[config.mk]
export PLATFORM = sky130hd
export DESIGN_NAME = flash_access_control
export DESIGN_NICKNAME = d
export VERILOG_FILES = /design/src/inc/flash_access_pkg.sv /design/src/key_sequencer.sv /design/src/read_strobe_limiter.sv /design/src/flash_access_control.sv
export SDC_FILE = /design/constraint.sdc
export NUM_CORES = 1
export LEC_CHECK = 0
export BUFFER_PORTS_ARGS = -buffer_cell sky130_fd_sc_hd__buf_2
export CAP_MARGIN = 10
export CELL_PAD_IN_SITES_DETAIL_PLACEMENT = 0
export CELL_PAD_IN_SITES_GLOBAL_PLACEMENT = 1
export CORE_UTILIZATION = 43
export DETAILED_ROUTE_END_ITERATION = 16
export PLACE_DENSITY_LB_ADDON = 0.1
export SYNTH_ARGS = -nofsm -noshare
export SYNTH_HDL_FRONTEND = slang
export SYNTH_SLANG_ARGS = --single-unit
[constraint.sdc]
create_clock -name core_clk -period 2.1 [get_ports core_clk]
set_clock_uncertainty 0.2 [all_clocks]
set_input_delay 0.63 -clock core_clk [delete_from_list [all_inputs] [get_ports core_clk]]
set_output_delay 0.63 -clock core_clk [all_outputs]
set_load 0.02 [all_outputs]
[src/inc/flash_access_pkg.sv]
`default_nettype none
package flash_access_pkg;

    // Register addresses in the special-function space
    localparam logic [7:0] ADDR_KEY_LOCK     = 8'hb7;
    localparam logic [7:0] ADDR_STROBE_PER   = 8'hbe;
    localparam logic [7:0] ADDR_CACHE_CTRL   = 8'he3;

    // Reset values
    localparam logic [7:0] RST_KEY_LOCK      = 8'h00;
    localparam logic [3:0] RST_STROBE_PER    = 4'hf;
    localparam logic [7:0] RST_CACHE_CTRL    = 8'h20;

    // Key codes
    localparam logic [7:0] KEY_FIRST         = 8'ha5;
    localparam logic [7:0] KEY_SECOND        = 8'hf1;

    // Field positions
    localparam int         POS_PREFETCH      = 5;
    localparam int         POS_BLOCK_WRITE   = 0;
    localparam int         STROBE_PER_W      = 4;

    // Above this system clock rate the strobe limiter is bypassed, unless slow read timing is selected
    localparam int         STROBE_LIMIT_KHZ  = 12500;

    typedef enum logic [1:0] {
        LOCK_CLOSED  = 2'b00,
        LOCK_HALF    = 2'b01,
        LOCK_OPEN    = 2'b10,
        LOCK_DEAD    = 2'b11
    } lock_state_e;

    typedef struct packed {
        logic [7:0] addr;
        logic       wr;
        logic       rd;
        logic [7:0] wdata;
    } sfr_req_s;

    typedef struct packed {
        logic        erase;
        logic        pair;
        logic [15:0] addr;
        logic [15:0] data;
    } prog_cmd_s;

endpackage
`default_nettype wire

[src/key_sequencer.sv]
`default_nettype none
module key_sequencer
    import flash_access_pkg::*;
(
    input  wire logic        core_clk,   // System clock
    input  wire logic        rst_b,      // Async reset, active low
    input  wire logic        key_wr,     // Key register written
    input  wire logic [7:0]  key_val,    // Value written
    input  wire logic        op_try,     // Write or erase attempted
    input  wire logic        op_done,    // Array finished operation
    output lock_state_e      lock_state, // Current lock state
    output logic             write_ok    // Operations permitted
);

    lock_state_e next_lock_state;
    logic        busy;

    assign write_ok = (lock_state == LOCK_OPEN);

    always_comb begin
        next_lock_state = lock_state;
        unique case (lock_state)
            LOCK_CLOSED: begin
                if (op_try) begin
                    next_lock_state = LOCK_DEAD;
                end else if (key_wr) begin
                    next_lock_state = (key_val == KEY_FIRST) ?
                                      LOCK_HALF : LOCK_DEAD;
                end
            end
            LOCK_HALF: begin
                if (op_try) begin
                    next_lock_state = LOCK_DEAD;
                end else if (key_wr) begin
                    next_lock_state = (key_val == KEY_SECOND) ?
                                      LOCK_OPEN : LOCK_DEAD;
                end
            end
            LOCK_OPEN: begin
                if (busy && op_done) begin
                    next_lock_state = LOCK_CLOSED;
                end else if (key_wr) begin
                    next_lock_state = LOCK_DEAD;
                end
            end
            LOCK_DEAD: next_lock_state = LOCK_DEAD;
        endcase
    end

    always_ff @(posedge core_clk or negedge rst_b) begin
        if (!rst_b) begin
            lock_state <= LOCK_CLOSED;
        end else begin
            lock_state <= next_lock_state;
        end
    end

    always_ff @(posedge core_clk or negedge rst_b) begin
        if (!rst_b) begin
            busy <= 1'b0;
        end else if (op_try && write_ok) begin
            busy <= 1'b1;
        end else if (op_done || lock_state != LOCK_OPEN) begin
            busy <= 1'b0;
        end
    end

    a_key_first_step: assert property (
        @(posedge core_clk) disable iff (!rst_b)
        key_wr && !op_try && lock_state == LOCK_CLOSED
            && key_val == KEY_FIRST |=> lock_state == LOCK_HALF)
        else $error("first key not accepted");

    a_auto_relock: assert property (
        @(posedge core_clk) disable iff (!rst_b)
        lock_state == LOCK_OPEN && busy && op_done
            |=> lock_state == LOCK_CLOSED)
        else $error("no relock after operation");

    a_open_in_flight: assert property (
        @(posedge core_clk) disable iff (!rst_b)
        write_ok && busy && !op_done && !key_wr |=> write_ok)
        else $error("unlock lost before operation ended");

    a_bad_key_dead: assert property (
        @(posedge core_clk) disable iff (!rst_b)
        key_wr && lock_state == LOCK_HALF && key_val != KEY_SECOND
            |=> lock_state == LOCK_DEAD)
        else $error("bad key did not lock out");

    a_refuse_locked: assert property (
        @(posedge core_clk) disable iff (!rst_b)
        op_try && !write_ok |=> lock_state == LOCK_DEAD ##1
            lock_state == LOCK_DEAD)
        else $error("attempt while locked not punished");

    a_dead_sticks: assert property (
        @(posedge core_clk) disable iff (!rst_b)
        lock_state == LOCK_DEAD |=> $stable(lock_state))
        else $error("lockout released without reset");

    a_other_value: assert property (
        @(posedge core_clk) disable iff (!rst_b)
        key_wr && lock_state == LOCK_CLOSED && key_val != KEY_FIRST
            |=> lock_state == LOCK_DEAD)
        else $error("non-key value did not lock out");

endmodule
`default_nettype wire

[src/read_strobe_limiter.sv]
`default_nettype none
module read_strobe_limiter
    import flash_access_pkg::*;
#(
    parameter int PER_W = STROBE_PER_W
) (
    input  wire logic             core_clk,  // System clock
    input  wire logic             rst_b,     // Async reset, active low
    input  wire logic             sys_tick,  // Start of a system cycle
    input  wire logic             rd_req,    // Array read this cycle
    input  wire logic [PER_W-1:0] period,    // Strobe width minus one
    input  wire logic             bypass,    // Limiter disabled
    output logic                  strobe,    // Array read strobe
    output logic                  low_power  // Array in low power
);

    logic [PER_W-1:0] left;
    logic [PER_W:0]   width;

    always_ff @(posedge core_clk or negedge rst_b) begin
        if (!rst_b) begin
            strobe <= 1'b0;
            left   <= '0;
        end else if (sys_tick) begin
            strobe <= rd_req;
            left   <= period;
        end else if (strobe && !bypass) begin
            if (left == '0) begin
                strobe <= 1'b0;
            end
            left <= left - 1'b1;
        end
    end

    // low power for rest of cycle
    always_ff @(posedge core_clk or negedge rst_b) begin
        if (!rst_b) begin
            low_power <= 1'b0;
        end else if (sys_tick) begin
            low_power <= 1'b0;
        end else if (strobe && !bypass && left == '0) begin
            low_power <= 1'b1;
        end
    end

    // Helper: length of the current strobe
    always_ff @(posedge core_clk or negedge rst_b) begin
        if (!rst_b) begin
            width <= '0;
        end else if (sys_tick) begin
            width <= '0;
        end else if (strobe) begin
            width <= width + 1'b1;
        end
    end

    a_strobe_width: assert property (
        @(posedge core_clk) disable iff (!rst_b)
        $fell(strobe) && !$past(sys_tick) && !$past(bypass)
            |-> width == {1'b0, $past(period)} + 1'b1)
        else $error("strobe width differs from period");

    a_low_power: assert property (
        @(posedge core_clk) disable iff (!rst_b)
        $fell(strobe) && !$past(sys_tick) |-> low_power)
        else $error("array not in low power after strobe");

    a_low_hold: assert property (
        @(posedge core_clk) disable iff (!rst_b)
        low_power && !sys_tick |=> low_power)
        else $error("low power left before next cycle");

    a_no_limit: assert property (
        @(posedge core_clk) disable iff (!rst_b)
        strobe && bypass && !sys_tick |=> strobe)
        else $error("strobe cut while limiter bypassed");

endmodule
`default_nettype wire

[src/flash_access_control.sv]
`default_nettype none
module flash_access_control
    import flash_access_pkg::*;
(
    input  wire logic        core_clk,        // System clock, 200 MHz
    input  wire logic        rst_b,           // Async reset, active low
    input  wire sfr_req_s    sfr_req,         // Register access
    output logic [7:0]       sfr_rdata,       // Register read data
    input  wire logic        flash_wr_req,    // Software byte write
    input  wire logic        flash_erase_req, // Software page erase
    input  wire logic [15:0] flash_addr,      // Target address
    input  wire logic [7:0]  flash_wdata,     // Byte to write
    input  wire logic        flash_op_done,   // Array finished, pulse
    output prog_cmd_s        prog_cmd,        // Command to array
    output logic             prog_start,      // Command valid, pulse
    output logic             op_refused,      // Attempt refused, pulse
    output logic [1:0]       lock_state,      // Current lock code
    output logic             prefetch_enable, // Prefetch engine on
    input  wire logic        sys_tick,        // System cycle start
    input  wire logic        flash_read_req,  // Array read this cycle
    input  wire logic        sysclk_fast,     // System clock fast
    input  wire logic        flash_read_timing_select, // Slow timing
    output logic             read_strobe,     // Array read strobe
    output logic             array_low_power  // Array low power
);

    logic [7:0]  cache_ctrl;
    logic [3:0]  strobe_period;
    logic        block_write_enable;
    logic        key_wr;
    logic        op_req;
    logic        op_try;
    logic        write_ok;
    logic        busy;
    logic        pend;
    logic [15:0] pend_addr;
    logic [7:0]  pend_byte;
    lock_state_e key_state;

    assign block_write_enable = cache_ctrl[POS_BLOCK_WRITE];
    assign key_wr = sfr_req.wr && sfr_req.addr == ADDR_KEY_LOCK;
    assign op_req = (flash_wr_req || flash_erase_req) && !busy;
    // First byte of a pair only arms once the sequence is open
    assign op_try = op_req && (flash_erase_req || !block_write_enable
                               || pend || !write_ok);

    key_sequencer u_keys (
        .core_clk   (core_clk),
        .rst_b      (rst_b),
        .key_wr     (key_wr),
        .key_val    (sfr_req.wdata),
        .op_try     (op_try),
        .op_done    (flash_op_done),
        .lock_state (key_state),
        .write_ok   (write_ok)
    );

    always_ff @(posedge core_clk or negedge rst_b) begin
        if (!rst_b) begin
            cache_ctrl <= RST_CACHE_CTRL;
        end else if (sfr_req.wr && sfr_req.addr == ADDR_CACHE_CTRL) begin
            cache_ctrl <= sfr_req.wdata;
        end
    end

    always_ff @(posedge core_clk or negedge rst_b) begin
        if (!rst_b) begin
            prefetch_enable <= RST_CACHE_CTRL[POS_PREFETCH];
        end else if (sfr_req.wr && sfr_req.addr == ADDR_CACHE_CTRL) begin
            prefetch_enable <= sfr_req.wdata[POS_PREFETCH];
        end
    end

    always_ff @(posedge core_clk or negedge rst_b) begin
        if (!rst_b) begin
            strobe_period <= RST_STROBE_PER;
        end else if (sfr_req.wr && sfr_req.addr == ADDR_STROBE_PER) begin
            strobe_period <= sfr_req.wdata[STROBE_PER_W-1:0];
        end
    end

    // Register reads
    always_ff @(posedge core_clk or negedge rst_b) begin
        if (!rst_b) begin
            sfr_rdata <= RST_KEY_LOCK;
        end else if (sfr_req.rd) begin
            unique case (sfr_req.addr)
                ADDR_KEY_LOCK:   sfr_rdata <= {6'h00, key_state};
                ADDR_STROBE_PER: sfr_rdata <= {4'h0, strobe_period};
                ADDR_CACHE_CTRL: sfr_rdata <= cache_ctrl;
                default:         sfr_rdata <= 8'h00;
            endcase
        end
    end

    always_ff @(posedge core_clk or negedge rst_b) begin
        if (!rst_b) begin
            lock_state <= LOCK_CLOSED;
        end else begin
            lock_state <= key_state;
        end
    end

    // hold first byte of a pair
    always_ff @(posedge core_clk or negedge rst_b) begin
        if (!rst_b) begin
            pend      <= 1'b0;
            pend_addr <= 16'h0000;
            pend_byte <= 8'h00;
        end else if (!block_write_enable || !write_ok) begin
            // Half pair is dropped if the mode or lock changes
            pend <= 1'b0;
        end else if (op_req && flash_wr_req && !pend) begin
            pend      <= 1'b1;
            pend_addr <= flash_addr;
            pend_byte <= flash_wdata;
        end else if (op_try) begin
            pend <= 1'b0;
        end
    end

    always_ff @(posedge core_clk or negedge rst_b) begin
        if (!rst_b) begin
            op_refused <= 1'b0;
        end else begin
            op_refused <= op_try && !write_ok;
        end
    end

    always_ff @(posedge core_clk or negedge rst_b) begin
        if (!rst_b) begin
            prog_start <= 1'b0;
            prog_cmd   <= '0;
        end else begin
            prog_start <= op_try && write_ok;
            if (op_try && write_ok) begin
                prog_cmd.erase <= flash_erase_req;
                if (flash_erase_req || !block_write_enable) begin
                    prog_cmd.pair <= 1'b0;
                    prog_cmd.addr <= flash_addr;
                    prog_cmd.data <= {8'h00, flash_wdata};
                end else begin
                    prog_cmd.pair <= 1'b1;
                    prog_cmd.addr <= pend_addr;
                    prog_cmd.data <= {flash_wdata, pend_byte};
                end
            end
        end
    end

    always_ff @(posedge core_clk or negedge rst_b) begin
        if (!rst_b) begin
            busy <= 1'b0;
        end else if (op_try && write_ok) begin
            busy <= 1'b1;
        end else if (flash_op_done) begin
            busy <= 1'b0;
        end
    end

    read_strobe_limiter #(
        .PER_W (STROBE_PER_W)
    ) u_strobe (
        .core_clk  (core_clk),
        .rst_b     (rst_b),
        .sys_tick  (sys_tick),
        .rd_req    (flash_read_req),
        .period    (strobe_period),
        // bypass when fast and default timing
        .bypass    (sysclk_fast && !flash_read_timing_select),
        .strobe    (read_strobe),
        .low_power (array_low_power)
    );

    a_key_readback: assert property (
        @(posedge core_clk) disable iff (!rst_b)
        sfr_req.rd && sfr_req.addr == ADDR_KEY_LOCK
            |=> sfr_rdata == {6'h00, $past(key_state)})
        else $error("key register read is not lock state");

    a_lock_code: assert property (
        @(posedge core_clk) disable iff (!rst_b)
        write_ok |=> lock_state == 2'b10)
        else $error("unlocked state code not 10");

    a_prefetch_follow: assert property (
        @(posedge core_clk) disable iff (!rst_b)
        sfr_req.wr && sfr_req.addr == ADDR_CACHE_CTRL
            |=> prefetch_enable == $past(sfr_req.wdata[POS_PREFETCH]))
        else $error("prefetch enable does not follow bit 5");

    a_single_byte: assert property (
        @(posedge core_clk) disable iff (!rst_b)
        op_req && flash_wr_req && !flash_erase_req && write_ok
            && !block_write_enable |=> prog_start && !prog_cmd.pair)
        else $error("single byte write not issued alone");

    a_pair_write: assert property (
        @(posedge core_clk) disable iff (!rst_b)
        prog_start && !prog_cmd.erase |-> prog_cmd.pair ==
            $past(block_write_enable))
        else $error("pairing differs from block write bit");

    a_upper_zero: assert property (
        @(posedge core_clk) disable iff (!rst_b)
        sfr_req.rd && sfr_req.addr == ADDR_STROBE_PER
            |=> sfr_rdata[7:4] == 4'h0)
        else $error("period register upper bits not zero");

    a_period_store: assert property (
        @(posedge core_clk) disable iff (!rst_b)
        sfr_req.wr && sfr_req.addr == ADDR_STROBE_PER
            |=> strobe_period == $past(sfr_req.wdata[STROBE_PER_W-1:0]))
        else $error("period field not stored");

    a_refuse_pulse: assert property (
        @(posedge core_clk) disable iff (!rst_b)
        op_try && !write_ok |=> op_refused && !prog_start)
        else $error("refused attempt reached the array");

    a_half_code: assert property (
        @(posedge core_clk) disable iff (!rst_b)
        key_state == LOCK_HALF |=> lock_state == 2'b01)
        else $error("first key state code not 01");

    a_erase_single: assert property (
        @(posedge core_clk) disable iff (!rst_b)
        prog_start && prog_cmd.erase |-> !prog_cmd.pair)
        else $error("erase issued as a pair");

endmodule
`default_nettype wire

After elaboration in Yosys (flattened, before gate mapping)
Cells that the tools add are included.
Word-level totals
  output and inout port bits: 49
  input port bits: 51
  logic and storage cells: 95
  flip-flop bits (word level): 94
Cells by class
  mux-type cells: 25
  reduce and logical (&&, ||, !) cells: 36
  bitwise operators: 1
  equality and inequality tests: 12
  add/sub/neg operators: 1
Operators by type and width (count)
  equality test 8 bit (second input constant): 5
  two-way mux 33 bit: 1
  one-hot mux 8 bit (3 select lines): 1
  two-way mux 2 bit: 7
  logical AND 1 bit: 13
  two-way mux 1 bit: 13
  nonzero test 2 bit: 5
  != test 3 bit (second input constant): 3
  two-way mux 4 bit: 2
  one-hot mux 2 bit (4 select lines): 1
  logical NOT 1 bit: 6
  logical OR 1 bit: 6
  equality test 2 bit (second input constant): 2
  logical NOT 4 bit: 1
  AND reduction 2 bit: 2
  subtractor 4 x 1 -> 4 bit (second input constant): 1
  AND reduction 3 bit: 1
  nonzero test 3 bit: 1
  equality test 2 x 1 -> 1 bit (second input constant): 1
  logical NOT 2 bit: 1
  != test 2 bit (second input constant): 1
  NOT 1 bit: 1

Logic depth before layout (Yosys ltp)
  depth in word-level cells: 8
  depth in mapped cells: 6
  gate-level depth less buffers: 5

Cells and area by module
From an unflattened synthesis, not the netlist that was laid out.
Unflattened totals
  cell total of the unflattened synthesis: 318
  area total of the unflattened synthesis: 4162.7 µm²
By module, submodules not included
  flash_access_control: area an instance 3636.0 µm², sequential area each 2108.3 µm², times used 1, cells an instance 265
  read_strobe_limiter: area an instance 341.6 µm², sequential area each 150.1 µm², times used 1, cells an instance 32
  key_sequencer: area an instance 185.2 µm², sequential area each 75.1 µm², times used 1, cells an instance 21

Least setup slack after synthesis
Ideal clock, no wire load.
  path kind: input -> register
  from: input port flash_erase_req
  to: register prog_cmd[31] (netlist bit)
  slack: 0.047 ns
  arrival: 1.729 ns
  stages on the path: 5
  path buffers: 2
  setup time: 0.125 ns
  required time: 1.775 ns
  path through: nor2b_1 -> buf_2 -> clkbuf_1 -> mux2_2 -> mux2_2
On the way
  word-level cells in the longest chain between the ends: 5
  elaborated cells on any way between the ends: 8
  classes of those cells: mux (1); reduce/logical (7)
RTL lines
  start, declared: RTL line flash_access_control.sv:10  | input wire logic flash_erase_req,
  logical OR 1 bit: RTL line flash_access_control.sv:44, flash_access_control.sv:138
  logical OR 1 bit (2 in a row): RTL line flash_access_control.sv:45  | || pend || !write_ok);
  logical AND 1 bit: RTL line flash_access_control.sv:44  | assign op_try = op_req && (flash_erase_req || !block_write_enable
  logical AND 1 bit: RTL line flash_access_control.sv:136  | if (op_try && write_ok) begin
  end, declared: RTL line flash_access_control.sv:14  | output prog_cmd_s prog_cmd,
Parallel ways exist; a longest one is shown, timed or not.
A chain may end at the register's enable or synchronous reset.

Worst setup path after layout
  from: register cache_ctrl[0]
  to: register prog_cmd[32] (netlist bit)
On the way
  word-level cells in the longest chain between the ends: 6
  elaborated cells on any way between the ends: 7
  classes of those cells: mux (1); reduce/logical (6)
RTL lines
  start, declared: RTL line flash_access_control.sv:27  | logic [7:0] cache_ctrl;
  start signal, assigned: RTL line flash_access_control.sv:62  | cache_ctrl <= sfr_req.wdata;
  logical NOT 1 bit *: RTL line flash_access_control.sv:44, flash_access_control.sv:138
  logical OR 1 bit *: RTL line flash_access_control.sv:44, flash_access_control.sv:138
  logical OR 1 bit (2 in a row): RTL line flash_access_control.sv:45
  logical AND 1 bit: RTL line flash_access_control.sv:44
  logical AND 1 bit: RTL line flash_access_control.sv:136
Mark *: on every way between the ends. The rest lies on a longest branch, timed or not.

==> impl.org <==
** Place
- The congestion estimate from routability-driven global placement came to 0.771.
- The count of buffers added on input and output ports is a little under 100.
- Post-DP HPWL :: 6020 um
- Post-Place Cells :: 547

** Power and ir drop
- The share of total power dissipated in the clock network is 0.332.
- Combinational fraction of design power :: 0.131
- Leakage dissipation :: 2.44 nW
- Summed over all nets, the switching power comes to 0.962 mW.
- Worst vdd ir :: 0.331 mV
- Switching power as a share of total power :: 0.264
- Areal power density over the cells :: roughly 710 mW/mm^2
- Internal power comes to about 2.7 mW.
- The share of total power dissipated in sequential elements is 0.537.

** Die
- Number of placement rows :: 35
- Placeable core region :: 0.00928 mm^2
- Die Span Y :: 100 um
- The die covers ~0.010 mm^2.
- The floorplan step set the die width to ~100 um.
- During I/O placement, the number of pins put on the boundary was 100.
- For this configuration, the core starts out at a cell density of 0.446.

** Min path
- The worst hold path belongs to the class flop to flop.

** Routing
- DR vias/cell :: between 4 and 5
- Remaining routing DRC violations :: 0
- Final WL :: 8470 um
- DRT iter0 DRCs :: 57
- WL/cell :: 15.0 um
- Remaining antenna violation count after routing :: 0
- Vias :: 2805
- The first detailed-routing pass ran for 4 iterations.

** Finish
- N_diodes :: 0
- Post-synthesis to final-layout area growth :: 24.3%
- At the end of the flow, the number of nets in the layout was 484.
- Number of cells in the finished layout apart from fillers :: 566
- Fill cells in the final layout number 856.
- Fraction of final layout cells sized beyond drive strength 1 :: 0.533

** Critical path
- The worst setup path is launched from a flop.
- Critical Path Slowest Stage Cell :: sky130_fd_sc_hd__dfrtp_1
- For the worst setup path, the data arrival time is between 1.5 and 2 ns.
- CP Class :: flop to flop
- Cells along the critical path :: nand2b_1, a21oi_1, nor3_2, buf_4, buf_4, mux2_2
- Data on the critical path is required at its endpoint by around 2.1 ns.
- CP Capture Type :: flop
- Worst stage delay on the critical path :: 0.45 ns
- Along the worst path, the maximum fanout reaches 12.
- Top cell by count, worst path :: sky130_fd_sc_hd__buf_4

** Synth
- By area the synthesized netlist is led by sky130_fd_sc_hd__dfrtp_1, sky130_fd_sc_hd__mux2_2, sky130_fd_sc_hd__dfstp_2.
- The number of different library cells used by synthesis comes to just over 40.
- Gate count after technology mapping :: 315
- Post-synth top area cell :: sky130_fd_sc_hd__dfrtp_1
- Flip-flop and latch count after synthesis :: 93
- Of the synthesized area, sequential elements account for 0.563.
- Number of warnings printed during yosys synthesis :: 0
- The synthesized design contains 0 enable-type register cells.
- Area share of the largest cell type after synthesis :: 0.531
- sky130_fd_sc_hd__dfrtp_1 is the most common cell in the netlist.
- The number of nets handed over by synthesis was between 300 and 400.
- The cell area that synthesis handed to floorplanning was between 0.004 and 0.005 mm^2.
- Async set-reset flop share out of synthesis :: 1.00
- Post-Syn Area per Cell :: 13.2 um^2
- Top cell types by occurrence after synthesis :: sky130_fd_sc_hd__dfrtp_1, sky130_fd_sc_hd__mux2_2, sky130_fd_sc_hd__inv_1
- Synth Flop Type :: sky130_fd_sc_hd__dfrtp_1

** GRT
- The first global-routing pass estimated approximately 14000 um of wire.
- Vias in the first global route :: 2868
- Initial antenna violation count :: 0
- For this run, the total global-route usage over all layers was measured as 0.181.
- After global routing the overflow that remains totals 0.
- Pin count of the biggest net entering global routing :: 36

** Clocking
- CTS saw 93 sinks.
- The tree is rooted in a sky130_fd_sc_hd__clkbuf_8.
- TritonCTS built the clock tree.
- In this run the deepest clock path goes through 2 buffers.
- H-tree depth reported by CTS :: 3
- CTS clk-pin slew, worst paths :: ~0.10 ns
- For the worst-skew pair, the clock arrives at the later sink with an insertion delay of ~0.35 ns.
- TritonCTS Buffers :: 9

** STA
- Headroom to the max-slew limit came out at 0.737.
- Across all hold checks on the routed design, the worst slack comes to 0.299 ns.
- The final hold violation count came to 0.
- Top achievable clock speed :: 0.520 GHz
- Final critical-path required period :: 1.92 ns
- At the pin with the least slew margin, the transition time is between 0.3 and 0.4 ns.
- Setup repair after global routing left no endpoint under its margin.
- Final count of negative-setup-slack endpoints :: 0
- Fin crit share :: 0.916
- Fin. max-slew vios :: 0

** Job
- Across the run, the number of max-cap violations was 0.

** Outcome
- Status :: finished, final reports clean
[cell type report]
cell class,count,area (um^2),area share
Timing Repair Buffer,119,713,0.138
Clock buffer,10,128,0.0248
Clock inverter,6,71.3,0.0138
Inverter,21,78.8,0.0153
Multi-Input combinational cell,188,1670,0.324
Tap cell,129,161,0.0313
Sequential cell,93,2330,0.453
[stage by stage]
step	power [mW]	cell area, um^2	utilization	setup slack, ns	setup TNS [ns]
3_3_place_gp	2.46	4930	0.531	-0.0184	-0.117
3_5_place_dp	2.47	4930	0.531	-0.0649	-0.382
2_1_floorplan	2.25	4150	-	0.0467	0
5_1_grt	3.82	5150	0.555	0.0663	0
4_1_cts	3.70	5140	0.554	0.0650	0
6_report	3.64	5150	0.555	0.176	0
[path summary, 6_finish.rpt]
path,slack [ns],from,end,depth (start not counted)
setup / recovery,0.18,cache_ctrl[0],prog_cmd[32],6
hold / removal,0.30,pend_addr[0],pend_addr[0],1
setup reg to reg,0.18,cache_ctrl[0],prog_cmd[32],6
hold reg to reg,0.30,pend_addr[0],pend_addr[0],1
max in group asynchronous,0.67,rst_b,prog_cmd[33],3
min in group asynchronous,0.51,rst_b,sfr_rdata[0],2
[what timing repair did]
action                     4_1_cts  5_1_grt
hold endpoints to repair        12        0
setup endpoints to repair        0        5
buffers inserted                 0        2
hold buffers                     1        0
gates resized for setup          0        0
[kinds of logic after synthesis]
logic type,Yosys count,share of synthesized area
AO/OA/AOI/OAI,31,0.0489
XOR/XNOR,3,0.00634
adder cells (fa/ha/maj),1,0.00302
buffers and inverters,34,0.0377
flip-flops,93,0.563
multiplexers,95,0.256
AND/OR/NAND/NOR,58,0.0854
[cell usage in the layout (no fill, tap or decap), drive strengths merged, types with 2 or more instances in the layout]
cell,instances
a21oi,4
a22o,3
a22oi,4
buf,118
clkbuf,10
clkinv,2
clkinvlp,2
dfrtp,88
dfstp,5
inv,22
mux2,87
mux2i,8
nand2,16
nand2b,7
nand3,8
nand4b,4
nor2,6
nor2b,5
nor3,3
nor4,2
o21ai,9
o22ai,4
or4,2
xor2,2
[metal layers]
metal,vias up,global-route usage,wire (um)
met1,1388,0.251,3930
met5,-,0,0
li1,1349,-,-
met2,61,0.283,4020
met4,0,0.0602,89
met3,7,0.0383,423
[critical path, delay by kind of cell (launching register included)]
| kind | cells | cell delay (ns) |
|---|---|---|
| AO/OA/AOI/OAI | 1 | 0.11 |
| buffers and inverters | 2 | 0.38 |
| flip-flops | 1 | 0.45 |
| multiplexers | 1 | 0.35 |
| AND/OR/NAND/NOR | 2 | 0.33 |
[state kept, by name, summed over array words and instances (netlist names)]
signal              count
prog_start              1
busy                    1
pend_byte               8
u_keys.busy             1
pend                    1
cache_ctrl              8
op_refused              1
u_strobe.strobe         1
sfr_rdata               8
lock_state              2
u_strobe.low_power      1
pend_addr              16
strobe_period           4
u_strobe.left           4
prog_cmd               34
u_keys.lock_state       2
[power by group through the flow]
stage                     sequential (mW)  clock (mW)  combinational [mW]
after floorplan                      2.06           0               0.184
after global placement               1.99           0               0.473
after detailed placement             1.99           0               0.483
after CTS                            1.96        1.26               0.485
after global routing                 1.97        1.32               0.527
final                                1.96        1.21               0.476
Power figures use the tool's default switching activity.
